### config.mk
export PLATFORM = sky130hd
export DESIGN_NAME = ttc_top
export DESIGN_NICKNAME = d
export VERILOG_FILES = /design/src/rtl/ttc_pkg.sv /design/src/rtl/ttc_duty_mod.sv /design/src/rtl/ttc_top.sv
export SDC_FILE = /design/constraint.sdc
export NUM_CORES = 1
export LEC_CHECK = 0
export ABC_CLOCK_PERIOD_IN_PS = 5000
export BUFFER_PORTS_ARGS = -buffer_cell sky130_fd_sc_hd__buf_2
export CAP_MARGIN = 20
export CORE_AREA = 3 3 88 90
export CTS_BUF_LIST = sky130_fd_sc_hd__clkbuf_2 sky130_fd_sc_hd__clkbuf_4 sky130_fd_sc_hd__clkbuf_8
export DETAILED_ROUTE_END_ITERATION = 12
export DIE_AREA = 0 0 91 93
export PLACE_DENSITY = 0.9
export SLEW_MARGIN = 40
export SYNTH_ARGS = -nofsm -noshare
export SYNTH_HDL_FRONTEND = slang
export SYNTH_SLANG_ARGS = --single-unit
### constraint.sdc
create_clock -name clock -period 5 [get_ports clock]
set_input_delay 0.25 -clock clock [delete_from_list [all_inputs] [get_ports clock]]
set_output_delay 0.25 -clock clock [all_outputs]
set_load 0.01 [all_outputs]
### src/rtl/ttc_pkg.sv
// Package for the thermal throttle controller: map, fields, timing, types
package ttc_pkg;
    // ==========================================================
    // Register offsets
    localparam logic [7:0] TTC_OFS_CTRL = 8'h00;
    localparam logic [7:0] TTC_OFS_CFG = 8'h04;
    localparam logic [7:0] TTC_OFS_OP_REQ = 8'h08;
    localparam logic [7:0] TTC_OFS_OP_TGT = 8'h0c;
    localparam logic [7:0] TTC_OFS_STATUS = 8'h10;
    // ==========================================================
    // Field positions
    localparam int TTC_CTRL_OD_EN = 4;
    localparam int TTC_CTRL_DUTY_LO = 1;
    localparam int TTC_CFG_AUTO_EN = 0;
    localparam int TTC_CFG_MODE_OP = 1;
    localparam int TTC_CFG_EV_ASSERT = 2;
    localparam int TTC_CFG_EV_DEASSERT = 3;
    localparam int TTC_ST_HOT = 0;
    localparam int TTC_ST_THROT = 1;
    localparam int TTC_ST_TRIP = 2;
    localparam int TTC_ST_DEFER = 3;
    localparam int TTC_ST_EV_ASSERT = 4;
    localparam int TTC_ST_EV_DEASSERT = 5;
    localparam int TTC_ST_OP_LO = 8;
    // ==========================================================
    // Reset values
    localparam logic [4:0] TTC_CTRL_RST = 5'h00;
    localparam logic [3:0] TTC_CFG_RST = 4'h0;
    localparam logic [7:0] TTC_OP_REQ_RST = 8'hff;
    localparam logic [7:0] TTC_OP_TGT_RST = 8'h00;
    // ==========================================================
    // Temperatures in degrees C, hidden from software
    localparam logic [7:0] TTC_TRIP_C = 8'h64;
    localparam logic [7:0] TTC_HYST_C = 8'h02;
    localparam logic [7:0] TTC_CATA_C = 8'h7d;
    // ==========================================================
    // Modulation timing
    localparam int TTC_CLK_PERIOD_NS = 20;
    localparam int TTC_SLOT_NS = 80;
    localparam int TTC_SLOT_CYC = (TTC_SLOT_NS + TTC_CLK_PERIOD_NS - 1) / TTC_CLK_PERIOD_NS;
    localparam logic [2:0] TTC_DUTY_HALF = 3'h4;
    // ==========================================================
    // Types
    typedef enum logic [1:0] {
        TTC_ST_IDLE = 2'b00,
        TTC_ST_ACTIVE = 2'b01,
        TTC_ST_SHUT = 2'b11
    } ttc_state_e;

    typedef struct packed {
        logic change;
        logic [7:0] code;
    } ttc_op_s;

    typedef struct packed {
        logic ev_deassert_en;
        logic ev_assert_en;
        logic mode_op;
        logic auto_en;
    } ttc_cfg_s;
endpackage

### src/rtl/ttc_duty_mod.sv
// Clock run/stop modulator with a duty cycle in eighths
`timescale 1ns/1ps
module ttc_duty_mod #(
    parameter int SLOT_CYC = 4
) (
    // Clock and reset
    input wire logic clock,
    input wire logic rst_n,
    // Control
    input wire logic en,
    input wire logic [2:0] duty,
    // Result
    output logic run
);
    localparam int CW = (SLOT_CYC > 1) ? $clog2(SLOT_CYC) : 1;
    localparam logic [CW-1:0] SLOT_LAST = CW'(SLOT_CYC - 1);

    logic [CW-1:0] slot_reg;
    logic [2:0] eighth_reg;
    logic run_reg;

    // ==========================================================
    // Period counters, restarted whenever modulation stops
    always_ff @(posedge clock) begin
        if (!rst_n || !en) begin
            slot_reg <= '0;
            eighth_reg <= 3'h0;
        end else if (slot_reg == SLOT_LAST) begin
            slot_reg <= '0;
            eighth_reg <= eighth_reg + 3'h1;
        end else begin
            slot_reg <= slot_reg + CW'(1);
        end
    end

    // ==========================================================
    // Clocks run for the first duty eighths of each period
    always_ff @(posedge clock) begin
        if (!rst_n) begin
            run_reg <= 1'b1;
        end else begin
            run_reg <= !en || (eighth_reg < duty);
        end
    end

    assign run = run_reg;
endmodule

### src/rtl/ttc_top.sv
// Thermal throttle controller: trip sensing, throttling, hot and trip pins
//
// Our own choices: strobed register access and the placing of the registers.
`timescale 1ns/1ps
module ttc_top #(
    parameter int IRQ_W = 8,
    parameter int SLOT_CYC = ttc_pkg::TTC_SLOT_CYC
) (
    // Clock and reset
    input wire logic clock,
    input wire logic rst_n,
    // Register port
    input wire logic [7:0] reg_addr,
    input wire logic [31:0] reg_wdata,
    input wire logic reg_wr,
    input wire logic reg_rd,
    output logic [31:0] reg_rdata,
    // Temperature sensor, degrees C
    input wire logic [7:0] temp_code,
    // Core side
    input wire logic lp_state,
    input wire logic [IRQ_W-1:0] irq_in,
    output logic [IRQ_W-1:0] irq_service,
    input wire logic snoop_in,
    output logic snoop_out,
    output logic core_clk_run,
    output logic core_shutdown,
    // Platform pins
    output logic die_hot_out_n,
    output logic catastrophic_trip_out_n,
    output logic thermal_event,
    // Regulator side
    output ttc_pkg::ttc_op_s op_out
);
    import ttc_pkg::*;

    // ==========================================================
    // Declarations
    logic [4:0] ctrl_reg;
    ttc_cfg_s cfg_reg;
    logic [7:0] op_req_reg;
    logic [7:0] op_tgt_reg;
    logic [31:0] rdata_reg;
    ttc_state_e state_reg;
    ttc_state_e state_next;
    logic thermal_hot_reg;
    logic pin_hot_reg;
    logic ev_assert_reg;
    logic ev_deassert_reg;
    logic event_reg;
    logic trip_reg;
    logic run_reg;
    logic [IRQ_W-1:0] pending_reg;
    logic [IRQ_W-1:0] service_reg;
    logic snoop_reg;
    ttc_op_s op_reg;
    logic [7:0] op_next;
    logic defer_reg;
    logic above_trip;
    logic below_hyst;
    logic cata_hot;
    logic auto_hot;
    logic od_on;
    logic mod_en;
    logic [2:0] mod_duty;
    logic [2:0] od_duty;
    logic op_throttle;
    logic mod_run;
    logic pin_rise;
    logic pin_fall;
    logic st_wr;
    logic [31:0] status_word;

    // ==========================================================
    // Temperature compares against fixed, unreadable thresholds
    assign above_trip = temp_code >= TTC_TRIP_C;
    assign below_hyst = temp_code < (TTC_TRIP_C - TTC_HYST_C);
    assign cata_hot = temp_code >= TTC_CATA_C;

    // ==========================================================
    // Register writes
    always_ff @(posedge clock) begin
        if (!rst_n) begin
            ctrl_reg <= TTC_CTRL_RST;
            cfg_reg <= TTC_CFG_RST;
            op_req_reg <= TTC_OP_REQ_RST;
            op_tgt_reg <= TTC_OP_TGT_RST;
        end else if (reg_wr) begin
            unique case (reg_addr)
                TTC_OFS_CTRL: begin
                    ctrl_reg <= reg_wdata[4:0];
                end
                TTC_OFS_CFG: begin
                    cfg_reg <= reg_wdata[3:0];
                end
                TTC_OFS_OP_REQ: begin
                    op_req_reg <= reg_wdata[7:0];
                end
                TTC_OFS_OP_TGT: begin
                    op_tgt_reg <= reg_wdata[7:0];
                end
                default: begin
                end
            endcase
        end
    end

    assign st_wr = reg_wr && (reg_addr == TTC_OFS_STATUS);

    // ==========================================================
    // Thermal condition with hysteresis; it only clears once below trip minus TTC_HYST_C
    always_ff @(posedge clock) begin
        if (!rst_n) begin
            thermal_hot_reg <= 1'b0;
        end else if (above_trip) begin
            thermal_hot_reg <= 1'b1;
        end else if (below_hyst) begin
            thermal_hot_reg <= 1'b0;
        end
    end

    // ==========================================================
    // Mode arbitration
    assign auto_hot = cfg_reg.auto_en && thermal_hot_reg;
    assign od_on = ctrl_reg[TTC_CTRL_OD_EN];
    // Duty code 0 is undefined; it falls back to half duty
    assign od_duty = (ctrl_reg[3:1] == 3'h0) ? TTC_DUTY_HALF : ctrl_reg[3:1];
    // Automatic settings govern whenever automatic throttling is in force
    assign mod_en = auto_hot ? !cfg_reg.mode_op : od_on;
    assign mod_duty = auto_hot ? TTC_DUTY_HALF : od_duty;
    assign op_throttle = auto_hot && cfg_reg.mode_op;

    // ==========================================================
    // Top state
    always_comb begin
        state_next = state_reg;
        unique case (state_reg)
            TTC_ST_IDLE: begin
                if (cata_hot) begin
                    state_next = TTC_ST_SHUT;
                end else if (mod_en || op_throttle) begin
                    state_next = TTC_ST_ACTIVE;
                end
            end
            TTC_ST_ACTIVE: begin
                if (cata_hot) begin
                    state_next = TTC_ST_SHUT;
                end else if (!mod_en && !op_throttle) begin
                    state_next = TTC_ST_IDLE;
                end
            end
            TTC_ST_SHUT: begin
                state_next = TTC_ST_SHUT;
            end
            default: begin
                state_next = TTC_ST_SHUT;
            end
        endcase
    end

    always_ff @(posedge clock) begin
        if (!rst_n) begin
            state_reg <= TTC_ST_IDLE;
        end else begin
            state_reg <= state_next;
        end
    end

    // ==========================================================
    // Catastrophic trip; held until reset, whatever the core is doing
    always_ff @(posedge clock) begin
        if (!rst_n) begin
            trip_reg <= 1'b0;
        end else if (cata_hot) begin
            trip_reg <= 1'b1;
        end
    end

    // ==========================================================
    // Clock modulation
    ttc_duty_mod #(
        .SLOT_CYC(SLOT_CYC)
    ) u_mod (
        .clock(clock),
        .rst_n(rst_n),
        .en(mod_en && !trip_reg),
        .duty(mod_duty),
        .run(mod_run)
    );

    always_ff @(posedge clock) begin
        if (!rst_n) begin
            run_reg <= 1'b1;
        end else begin
            run_reg <= mod_run && !trip_reg && !cata_hot;
        end
    end

    // ==========================================================
    // Interrupts latch while clocks are stopped; a new one beats a service
    always_ff @(posedge clock) begin
        if (!rst_n) begin
            pending_reg <= '0;
            service_reg <= '0;
        end else begin
            service_reg <= run_reg ? pending_reg : '0;
            pending_reg <= (pending_reg & ~(run_reg ? pending_reg : '0)) | irq_in;
        end
    end

    // Snooping is not throttled, or coherency would suffer; only a catastrophic trip (trip_reg) blocks it
    always_ff @(posedge clock) begin
        if (!rst_n) begin
            snoop_reg <= 1'b0;
        end else begin
            snoop_reg <= snoop_in && !trip_reg;
        end
    end

    // ==========================================================
    // Operating point: software request, lowered to the thermal target only while op_throttle is set
    always_comb begin
        op_next = op_req_reg;
        if (op_throttle) begin
            if (op_req_reg > op_tgt_reg) begin
                op_next = op_tgt_reg;
            end else begin
                op_next = op_req_reg;
            end
        end
    end

    always_ff @(posedge clock) begin
        if (!rst_n) begin
            op_reg <= '{change: 1'b0, code: TTC_OP_REQ_RST};
            defer_reg <= 1'b0;
        end else begin
            op_reg.change <= (op_next != op_reg.code) && !trip_reg;
            if (!trip_reg) begin
                op_reg.code <= op_next;
            end
            defer_reg <= op_throttle && (op_req_reg > op_tgt_reg);
        end
    end

    // ==========================================================
    // Hot pin: frozen during low power, as the sensor clocks are stopped
    always_ff @(posedge clock) begin
        if (!rst_n) begin
            pin_hot_reg <= 1'b0;
        end else if (!lp_state) begin
            pin_hot_reg <= above_trip;
        end
    end

    assign pin_rise = !lp_state && above_trip && !pin_hot_reg;
    assign pin_fall = !lp_state && !above_trip && pin_hot_reg;

    // ==========================================================
    // Hot pin events; a new event beats a write-one clear
    always_ff @(posedge clock) begin
        if (!rst_n) begin
            ev_assert_reg <= 1'b0;
            ev_deassert_reg <= 1'b0;
            event_reg <= 1'b0;
        end else begin
            if (pin_rise && cfg_reg.ev_assert_en) begin
                ev_assert_reg <= 1'b1;
            end else if (st_wr && reg_wdata[TTC_ST_EV_ASSERT]) begin
                ev_assert_reg <= 1'b0;
            end
            if (pin_fall && cfg_reg.ev_deassert_en) begin
                ev_deassert_reg <= 1'b1;
            end else if (st_wr && reg_wdata[TTC_ST_EV_DEASSERT]) begin
                ev_deassert_reg <= 1'b0;
            end
            event_reg <= (pin_rise && cfg_reg.ev_assert_en) || (pin_fall && cfg_reg.ev_deassert_en);
        end
    end

    // ==========================================================
    // Register reads, data in the cycle after the strobe
    always_comb begin
        status_word = 32'h0000_0000;
        status_word[TTC_ST_HOT] = pin_hot_reg;
        status_word[TTC_ST_THROT] = state_reg == TTC_ST_ACTIVE;
        status_word[TTC_ST_TRIP] = trip_reg;
        status_word[TTC_ST_DEFER] = defer_reg;
        status_word[TTC_ST_EV_ASSERT] = ev_assert_reg;
        status_word[TTC_ST_EV_DEASSERT] = ev_deassert_reg;
        status_word[TTC_ST_OP_LO +: 8] = op_reg.code;
    end

    always_ff @(posedge clock) begin
        if (!rst_n) begin
            rdata_reg <= 32'h0000_0000;
        end else if (reg_rd) begin
            unique case (reg_addr)
                TTC_OFS_CTRL: begin
                    rdata_reg <= {27'h000_0000, ctrl_reg};
                end
                TTC_OFS_CFG: begin
                    rdata_reg <= {28'h000_0000, cfg_reg};
                end
                TTC_OFS_OP_REQ: begin
                    rdata_reg <= {24'h00_0000, op_req_reg};
                end
                TTC_OFS_OP_TGT: begin
                    rdata_reg <= {24'h00_0000, op_tgt_reg};
                end
                TTC_OFS_STATUS: begin
                    rdata_reg <= status_word;
                end
                default: begin
                    rdata_reg <= 32'h0000_0000;
                end
            endcase
        end else begin
            rdata_reg <= 32'h0000_0000;
        end
    end

    // ==========================================================
    // Outputs
    assign reg_rdata = rdata_reg;
    assign irq_service = service_reg;
    assign snoop_out = snoop_reg;
    assign core_clk_run = run_reg;
    assign core_shutdown = trip_reg;
    assign die_hot_out_n = !pin_hot_reg;
    assign catastrophic_trip_out_n = !trip_reg;
    assign thermal_event = event_reg;
    assign op_out = op_reg;
endmodule

==> reports/results.ini, run 1 <==
[finish]
nets = 554
num-fill-cells = 666
drive_above_1_share_pct = 23.51
seq_area_mm2 = 0.001662
instances_no_fill = 584
final_common_cell = dfxtp_1
n_antenna_cell = 0
final_cell_mix = dfxtp_1, buf_2, nor2_1, nand2_1, a21oi_1
area_delta_synth_final_pct = 14.85
multiInputGateArea_mm2 = 0.001795
largest_register_ff_count = 16

[setup_path]
r2r_slack_ns = 2.40
startpoint_type = flip-flop
critical_path_arrival_ns = 2.81
cp_slowest_stage_delay_ns = 0.48
slowest_stage = dfxtp_1
worst-path-stages = 8
crit_required_ns = 5.21
r2r_end = op_out[8]$_SDFF_PN0_
timing.rr.start = op_tgt_reg[5]$_SDFFE_PN0P_
worstSetupEndpointType = flip-flop
critical-path-top-delay-family = compound AO/OA/AOI/OAI gates
critPathKind = reg -> reg
critPathBufInv = 1
crit_fanout = 6
r2r_cells = 8
cp_cell_sequence = inv_1 > ha_1 > a21oi_1 > o21ai_0 > o21a_1 > mux2_2 > a221oi_1 > a311oi_1

[floorplanning]
start_util_pct = 51.47
die_area_mm2 = 0.008463
fp.dieW_um = 91
coreArea_mm2 = 0.007137
die-height_um = 93
ioPinCount = 117
row_count = 31

[placement]
dpl.cell_count = 568
portBuffers = 76
routabilityCongestion = 0.9061
hpwl_mm = 6.288

[power_and_ir_drop]
power_density_mw_per_mm2 = 284.8
p_leak_nw = 1.900
vdd_drop_max_mv = 0.1174

[sta]
period_share_pct = 51.99
skew_ns = 0.01170
tns_ns = 0
rsz0062_at_grt = false
max_slew_margin_pct = 54.16
setup_violations = 0
worst_pin_slew_ns = 0.6866
fin_crit_ns = 2.599
finalHoldViolCount = 0
slew_viol_final = 0
max_freq_ghz = 0.3847

[clock_network]
cts_root_buffer = clkbuf_8
clkTransAtPathRegs_ns = 0.09
cts_resized = 0
cts_setup_buffers = 0
tritoncts = built
clk_latency_ns = 0.36
clk_path_buf_depth = 2
clock_sinks = 83
cts_hold_repair.buffers = 0
h-tree-depth = 3
cts_buffers = 9

[grt]
grt_pass1_vias = 2912
grt_max_degree = 40
grt_pass1_wl_mm = 13.73
antenna_found_initial = 0
grt_overflow_total = 0
track_usage_pct = 20.07

[synthesis]
synth-simple-area-share_pct = 21.08
synth_cell_types = 51
synth_top_area_share_pct = 45.23
synth_top_family_by_area = simple AND/OR/NAND/NOR gates
synth_adder_area_share_pct = 4.087
synth_compound_area_share_pct = 11.89
synthTopCellsByArea = dfxtp_1, mux2i_1, nor2_1
ys_ff_latch = 83
synth-seq-area-share_pct = 45.23
synth_ff_type = dfxtp_1
syn_area_mm2 = 0.003674
syn_area_per_cell_um2 = 8.960
synth_top_cell_by_area = dfxtp_1
ys_warn_count = 0
synthArstFlopShare_pct = 0
synth-xor-area-share_pct = 1.669
synth_cells = 410
synth_mux_area_share_pct = 8.515
synth-edff-count = 0

[drt]
vias = 3170
viasPerCell = 5.428
remaining_drc_errors = 0
ant_nets = 0
drtIter0Drc = 178
dr.pass1.iters = 5
drt-wirelength-per-cell_um = 14.66
wl_mm = 8.564

[run]
drv_cap = 0

[status]
status = completed

[worst_hold_path]
hp-start = irq_in[6]
hold_depth = 3
min_to = pending_reg[6]$_SDFF_PN0_
hp-class = in -> reg

-- logic make-up after synthesis --
logic type               after synthesis
AND/OR/NAND/NOR                      158
flip-flops                            83
AO/OA/AOI/OAI                         68
buffers and inverters                 51
multiplexers                          30
adder cells (fa/ha/maj)               12
XOR/XNOR                               7
other                                  1
-- layer usage --
metal	part of all wire (%)	routed length (um)	global-route usage, %
met1	43	3714	25.10
met2	47	4058	32.92
met3	7.1	612	5.310
met4	2.1	179	8.166
met5	0	0	0
-- where the power goes --
| part | switching [W] | leakage (nW) | internal, W | total [W] |
|---|---|---|---|---|
| logic | 0.0000483 | 1.13 | 0.0000274 | 0.0000757 |
| clock network | 0.000258 | 0.0925 | 0.000189 | 0.000447 |
| registers | 0.00000737 | 0.675 | 0.000671 | 0.000679 |
| total | 0.000314 | 1.90 | 0.000888 | 0.00120 |
-- cells in the mapped netlist, drive strengths merged (10+ instances only) --
cell    instances
a21oi          29
and3           11
buf            21
clkbuf         12
dfxtp          83
ha             12
inv            18
mux2           10
mux2i          20
nand2          41
nand3          26
nor2           46
-- layout make-up --
| type | count | share of cell area (%) |
|---|---|---|
| clock inverter | 7 | 1.394 |
| sequential | 83 | 39.38 |
| inverter | 18 | 1.601 |
| tap | 99 | 2.936 |
| multi-input combinational | 291 | 42.56 |
| timing repair buffer | 77 | 9.193 |
| clock buffer | 9 | 2.936 |
-- stage by stage --
step	hold slack (ns)	setup slack, ns	cell area (um2)	utilization [%]	total power, W
6_report	0.09850	2.401	4219	59.12	0.001202
5_1_grt	0.08640	2.285	4219	59.12	0.001247
4_1_cts	0.08429	2.444	4219	59.12	0.001207
3_5_place_dp	0.4212	2.458	4036	56.56	0.0007689
3_3_place_gp	0.4140	2.517	4036	56.56	0.0007661
2_1_floorplan	0.3293	2.849	3730	-	0.0007443
-- worst max-delay path by stage --
stage / from / to / slack, ns
global route: op_tgt_reg[5]$_SDFFE_PN0P_ / op_out[8]$_SDFF_PN0_ / 2.28
detailed placement: op_tgt_reg[5]$_SDFFE_PN0P_ / op_out[8]$_SDFF_PN0_ / 2.46
global placement: op_tgt_reg[5]$_SDFFE_PN0P_ / op_out[8]$_SDFF_PN0_ / 2.52
CTS: op_tgt_reg[5]$_SDFFE_PN0P_ / op_out[8]$_SDFF_PN0_ / 2.44
floorplan: op_tgt_reg[1]$_SDFFE_PN0P_ / op_out[8]$_SDFF_PN0_ / 2.85
finish: op_tgt_reg[5]$_SDFFE_PN0P_ / op_out[8]$_SDFF_PN0_ / 2.40
-- worst reg2reg max path: cells and delay by family, from the launching register on --
kind                       cells  cell delay, ns
AOI/OAI and AO/OA              5            1.21
adders and majority gates      1            0.30
buffers and inverters          1            0.07
DFF                            1            0.48
muxes                          1            0.38
Power figures use the tool's default switching activity.
==> run 2: changes to the inputs <==
Settings changed: ABC_AREA set to 1, ABC_CLOCK_PERIOD_IN_PS 5000 to 2400, CORE_AREA 3 3 88 90 to 3 3 89 91, DIE_AREA 0 0 91 93 to 0 0 92 94, PLACE_DENSITY 0.9 to 0.89.
Clock period 5 ns to 2.4 ns, I/O delays scaled along.
==> reports/results.ini, run 2 <==
[status]
status = completed  ; unchanged

[synthesis]
syn_area_per_cell_um2 = 7.767  ; was 8.960 um2
ys_ff_latch = 83  ; unchanged
synth_cell_types = 41  ; was 51
synth_ff_type = dfxtp_1  ; unchanged
synth_top_cell_by_area = dfxtp_1  ; unchanged
synthTopCellsByArea = dfxtp_1, inv_1, nand2_1  ; was dfxtp_1, mux2i_1, nor2_1
syn_area_mm2 = 0.003775  ; was 0.003674 mm2
synth.most_common_cell = dfxtp_1  ; unchanged
synth-edff-count = 0  ; unchanged
synthArstFlopShare_pct = 0  ; unchanged
synth_top_area_share_pct = 44.02  ; was 45.23%
synth_cells = 486  ; was 410
ys_warn_count = 0  ; unchanged
synth-seq-area-share_pct = 44.02  ; was 45.23%
ys_top_cells_by_count = dfxtp_1, inv_1, nand2_1  ; was dfxtp_1, nor2_1, nand2_1

[setup_path]
slowest_stage = dfxtp_1  ; unchanged
worstSetupEndpointType = flip-flop  ; unchanged
critical_path_arrival_ns = 2.45  ; was 2.81 ns
critical-path-top-delay-family = simple AND/OR/NAND/NOR gates  ; was compound AO/OA/AOI/OAI gates
timing.rr.start = op_tgt_reg[5]$_SDFFE_PN0P_  ; unchanged
crit_fanout = 15  ; was 6
crit_top_cell = nor2_1
crit_required_ns = 2.65  ; was 5.21 ns
crit_start = op_tgt_reg[5]$_SDFFE_PN0P_  ; unchanged
critPathKind = reg -> reg  ; unchanged
startpoint_type = flip-flop  ; unchanged
cp_slowest_stage_delay_ns = 0.35  ; was 0.48 ns
critPathBufInv = 1  ; unchanged
cp_cell_sequence = inv_1 > ha_1 > a21oi_1 > nor2_1 > nor2_1 > nand2_4 > nand2_4 > nand2_1 > nand3_2 > nand2_1 > nor2_1 > nand2_1 > nor2_1 > nor2_1  ; was inv_1 > ha_1 > a21oi_1 > o21ai_0 > o21a_1 > mux2_2 > a221oi_1 > a311oi_1

[grt]
grt_pass1_wl_mm = 15.18  ; was 13.73 mm
grt_overflow_total = 0  ; unchanged
grt-busiest-layer = met2  ; unchanged
grtUsageMet1_pct = 28.01  ; was 25.10%
grt.met2_usage_pct = 37.41  ; was 32.92%
grt_max_degree = 31  ; was 40
track_usage_pct = 22.28  ; was 20.07%
met3_usage_pct = 3.205  ; was 5.310%
grt_pass1_vias = 3208  ; was 2912
antenna_found_initial = 0  ; unchanged

[worst_hold_path]
hp-class = in -> reg  ; unchanged
hp-start = reg_wdata[7]  ; was irq_in[6]

[drt]
drtIter0Drc = 191  ; was 178
viasPerCell = 5.171  ; was 5.428
dr.pass1.iters = 5  ; unchanged
vias = 3511  ; was 3170
wl_mm = 9.449  ; was 8.564 mm
ant_nets = 0  ; unchanged
drt-wirelength-per-cell_um = 13.92  ; was 14.66 um
remaining_drc_errors = 0  ; unchanged

[clock_network]
cts_buffers = 9  ; unchanged
clkTransAtPathRegs_ns = 0.08  ; was 0.09 ns
clock_sinks = 83  ; unchanged
clk_latency_ns = 0.36  ; about the same
cts_setup_buffers = 0  ; unchanged
cts_root_buffer = clkbuf_8  ; unchanged
tritoncts = built  ; unchanged
clk_path_buf_depth = 2  ; unchanged
h-tree-depth = 3  ; unchanged

[power_and_ir_drop]
p_leak_nw = 2.204  ; was 1.900 nW
totalPowerFinal_w = 0.002728  ; was 0.001202 W
pwr-share-seq_pct = 51.8  ; was 56.5%
clkPwrFrac_pct = 41.6  ; was 37.2%
vdd_drop_max_mv = 0.2301  ; was 0.1174 mV
power_density_mw_per_mm2 = 604.6  ; was 284.8 mW/mm2
combPwrFrac_pct = 6.6  ; was 6.3%
swShare_pct = 24.26  ; was 26.13%
cell_internal_pwr_w = 0.002066  ; was 0.0008878 W
netSwitchingPower_w = 0.0006617  ; was 0.0003140 W

[sta]
holdWs_ns = 0.03725  ; was 0.09850 ns
worst_pin_slew_ns = 0.6056  ; was 0.6866 ns
rsz0062_at_grt = false  ; unchanged
max_slew_margin_pct = 59.47  ; was 54.16%
setup_violations = 0  ; unchanged
fin_crit_ns = 2.201  ; was 2.599 ns
tns_ns = 0  ; unchanged
period_share_pct = 91.69  ; was 51.99%
slew_viol_final = 0  ; unchanged
skew_ns = 0.008720  ; was 0.01170 ns
finalHoldViolCount = 0  ; unchanged
max_freq_ghz = 0.4544  ; was 0.3847 GHz

[placement]
portBuffers = 76  ; unchanged
routabilityCongestion = 0.9250  ; was 0.9061
hpwl_mm = 6.843  ; was 6.288 mm

[floorplanning]
ioPinCount = 117  ; unchanged
die-height_um = 94  ; was 93 um
start_util_pct = 52.32  ; was 51.47%
row_count = 31  ; unchanged
die_area_mm2 = 0.008648  ; was 0.008463 mm2
coreArea_mm2 = 0.007214  ; was 0.007137 mm2
fp.dieW_um = 92  ; was 91 um

[run]
drv_cap = 0  ; unchanged

[finish]
final_cell_mix = dfxtp_1, buf_2, inv_1, nand2_1, nor2_1  ; was dfxtp_1, buf_2, nor2_1, nand2_1, a21oi_1
area_delta_synth_final_pct = 19.52  ; was 14.85%
num-fill-cells = 643  ; was 666
drive_above_1_share_pct = 21.55  ; was 23.51%
nets = 649  ; was 554
final_common_cell = dfxtp_1  ; unchanged
largest_register_ff_count = 16  ; unchanged
n_antenna_cell = 0  ; unchanged

## run 2: cell types whose count changed after synthesis, moves of 8 or more
cell,change
and3_1,-10
a21oi_1,+8
nand2_1,+25
a31oi_1,+9
inv_1,+47
and2_1,-8
o21ai_0,+16
mux2_2,-10
mux2i_1,-19
nand3_1,+10
nor3_1,+14
## run 2: through the flow
| step | utilization, % | area (um2) | std cells | setup slack, ns |
|---|---|---|---|---|
| detailed placement | 57.93 | 4179 | 653 | 0.1675 |
| finish | 62.54 | 4512 | 679 | 0.1994 |
| global placement | 57.93 | 4179 | 653 | 0.2542 |
| global route | 62.54 | 4512 | 679 | 0.01269 |
| floorplan | - | 3831 | 501 | 0.5686 |
| CTS | 62.47 | 4507 | 679 | 0.1381 |
## run 2: final timing paths
path	end	slack, ns	cells past startpoint
max	op_out[8]$_SDFF_PN0_	0.20	14
min	op_req_reg[7]$_SDFFE_PN1P_	0.04	3
max reg2reg	op_out[8]$_SDFF_PN0_	0.20	14
min reg2reg	irq_service[3]$_SDFF_PN0_	0.43	2
## run 2: logic make-up (layout without fill, tap and decap cells)
group,Yosys count,in the layout,synth area share [%]
fa+ha+maj,12,12,3.977
buf+inv,98,177,12.23
xor+xnor,1,1,0.2321
simple gates,199,199,25.22
mux,1,1,0.2652
compound gates,91,91,13.95
other cells,1,16,0.09934
flops,83,83,44.02
## run 2: power by group through the flow
stage,clock [W],sequential (W),combinational (W)
6_report,0.00114,0.00141,0.000179
5_1_grt,0.00120,0.00142,0.000198
4_1_cts,0.00115,0.00141,0.000176
3_5_place_dp,0,0.00145,0.000162
3_3_place_gp,0,0.00144,0.000158
2_1_floorplan,0,0.00145,0.000105
## run 2: what timing repair did
item	4_1_cts	5_1_grt
setup endpoints to repair	0	1
resized for setup	0	1
hold endpoints to repair	10	0
hold buffers	10	0
## run 2: layout make-up
cell class / count / area, um2 / area share [%]
multi-input cells: 320 / 1713 / 37.96
inverters: 70 / 267.8 / 5.935
well taps: 99 / 123.9 / 2.745
clock buffers: 9 / 123.9 / 2.745
clock inverters: 7 / 103.9 / 2.302
repair buffers: 91 / 518.0 / 11.48
flip-flops and latches: 83 / 1662 / 36.83
## run 2: layer usage
metal	up-vias	wire length [um]
met1	1590	4022
met5	-	0
met3	21	649
met4	0	241
li1	1748	-
met2	152	4536
## run 2: worst min-delay path, stage by stage
cell	delay (ns)
buf_2	0.08
nand4_1	0.08
nand3_1	0.08
==> run 3: changes to the inputs <==
Settings changed: ABC_CLOCK_PERIOD_IN_PS 2400 to unset, MAX_ROUTING_LAYER set to met4.
==> reports/results.ini, run 3 (synthesis results as in run 2) <==
[setup_path]
worstSetupEndpointType = flip-flop  ; unchanged
critical-path-top-delay-family = simple AND/OR/NAND/NOR gates  ; unchanged
crit_required_ns = 2.64  ; was 2.65 ns
crit_fanout = 15  ; unchanged
startpoint_type = flip-flop  ; unchanged
slowest_stage = dfxtp_1  ; unchanged
crit_top_cell = nand2_1  ; was nor2_1
critPathKind = reg -> reg  ; unchanged
cp_slowest_stage_delay_ns = 0.37  ; was 0.35 ns
cp_cell_sequence = inv_1 > ha_1 > nand2_2 > nor2_4 > nand2_1 > nand2_4 > nand2_4 > nand2_1 > nand2_1 > nand2_1 > nand2_1 > nor2_1 > nand2_1 > nor2_1 > nor2_1  ; was inv_1 > ha_1 > a21oi_1 > nor2_1 > nor2_1 > nand2_4 > nand2_4 > nand2_1 > nand3_2 > nand2_1 > nor2_1 > nand2_1 > nor2_1 > nor2_1
r2r_slack_ns = 0.22  ; was 0.20 ns
critPathBufInv = 1  ; unchanged
critical_path_arrival_ns = 2.43  ; was 2.45 ns

[worst_hold_path]
hp-class = in -> reg  ; unchanged

[power_and_ir_drop]
vdd_drop_max_mv = 0.2801  ; was 0.2301 mV
p_leak_nw = 2.195  ; was 2.204 nW
power_density_mw_per_mm2 = 584.0  ; was 604.6 mW/mm2

[clock_network]
clk_latency_ns = 0.36  ; about the same
clkTransAtPathRegs_ns = 0.08  ; about the same
cts_buffers = 9  ; unchanged
h-tree-depth = 3  ; unchanged
cts_root_buffer = clkbuf_8  ; unchanged
tritoncts = built  ; unchanged
clock_sinks = 83  ; unchanged
clk_path_buf_depth = 2  ; unchanged

[finish]
final_cell_area_mm2 = 0.004484  ; was 0.004512 mm2
n_antenna_cell = 0  ; unchanged
final_cell_mix = dfxtp_1, buf_2, inv_1, nand2_1, nor2_1  ; unchanged
area_delta_synth_final_pct = 18.79  ; was 19.52%
fin_util_pct = 62.16  ; was 62.54%
instances_no_fill = 679  ; unchanged
largest_register_ff_count = 16  ; unchanged
drive_above_1_share_pct = 21.72  ; was 21.55%
final_common_cell = dfxtp_1  ; unchanged
nets = 649  ; unchanged

[sta]
skew_ns = 0.008680  ; was 0.008720 ns
finalHoldViolCount = 0  ; unchanged
max_slew_margin_pct = 65.42  ; was 59.47%
tns_ns = 0  ; unchanged
setup_violations = 0  ; unchanged
worst_pin_slew_ns = 0.5174  ; was 0.6056 ns
holdWs_ns = 0.01143  ; was 0.03725 ns
slew_viol_final = 0  ; unchanged
rsz0062_at_grt = false  ; unchanged
fin_crit_ns = 2.182  ; was 2.201 ns
period_share_pct = 90.90  ; was 91.69%
max_freq_ghz = 0.4584  ; was 0.4544 GHz

[grt]
grt_pass1_vias = 3307  ; was 3208
grt_overflow_total = 0  ; unchanged
antenna_found_initial = 0  ; unchanged
grt_pass1_wl_mm = 15.66  ; was 15.18 mm
track_usage_pct = 23.43  ; was 22.28%
grt_max_degree = 31  ; unchanged

[placement]
dpl.cell_count = 654  ; was 653
place_area_mm2 = 0.004187  ; was 0.004179 mm2
portBuffers = 76  ; unchanged
routabilityCongestion = 0.9323  ; was 0.9250
hpwl_mm = 7.005  ; was 6.843 mm

[floorplanning]
fp.dieW_um = 92  ; unchanged
start_util_pct = 52.32  ; unchanged
ioPinCount = 117  ; unchanged
die-height_um = 94  ; unchanged
coreArea_mm2 = 0.007214  ; unchanged
row_count = 31  ; unchanged
die_area_mm2 = 0.008648  ; unchanged

[drt]
remaining_drc_errors = 0  ; unchanged
dr.pass1.iters = 5  ; unchanged
wl_mm = 9.699  ; was 9.449 mm
viasPerCell = 5.253  ; was 5.171
ant_nets = 0  ; unchanged
vias = 3567  ; was 3511
drt-wirelength-per-cell_um = 14.28  ; was 13.92 um
drtIter0Drc = 206  ; was 191

[run]
drv_cap = 0  ; unchanged

[status]
status = completed  ; unchanged

[run 3: repair_timing]
action,in CTS,in global routing
gates resized for setup,0,1
buffers inserted,0,0
hold buffers,9,0
endpoints found under the setup margin,0,1
endpoints found under the hold margin,9,0
[run 3: final cells by class]
| class | count | area [um2] |
|---|---|---|
| clock buffers | 9 | 123.9 |
| clock inverters | 7 | 78.83 |
| fillers | 651 | 2730 |
| inverters | 70 | 267.8 |
| multi-input cells | 320 | 1713 |
| flip-flops and latches | 83 | 1662 |
| well taps | 99 | 123.9 |
| repair buffers | 91 | 515.5 |
[run 3: tightest hold or removal path, cell delays in order]
cell	delay, ns
buf_2	0.10
nand2_1	0.06
nor2_1	0.04
[run 3: worst paths after layout]
check	start	to	depth (start not counted)
setup / recovery	op_tgt_reg[7]$_SDFFE_PN0P_	op_out[8]$_SDFF_PN0_	15
hold / removal	snoop_in	snoop_out$_SDFF_PN0_	3
setup reg to reg	op_tgt_reg[7]$_SDFFE_PN0P_	op_out[8]$_SDFF_PN0_	15
hold reg to reg	pending_reg[4]$_SDFF_PN0_	irq_service[4]$_SDFF_PN0_	2
[run 3: layer usage]
metal | wire [um] | track usage, % | up-vias
li1 | - | - | 1750
met1 | 4144 | 28.65 | 1628
met2 | 4653 | 37.41 | 161
met3 | 597 | 3.686 | 28
met4 | 304 | 12.62 | 0
met5 | 0 | - | -
[run 3: power by group]
part,switching (W),internal (W)
clock,0.000531,0.000495
combinational,0.000116,0.0000632
sequential,0.0000136,0.00140
[run 3: per-stage QoR]
stage	total power (W)	setup slack, ns
final	0.002619	0.2183
after global routing	0.002707	0.007195
after CTS	0.002617	0.1277
after detailed placement	0.001608	0.1717
after global placement	0.001602	0.2529
after floorplan	0.001552	0.5686
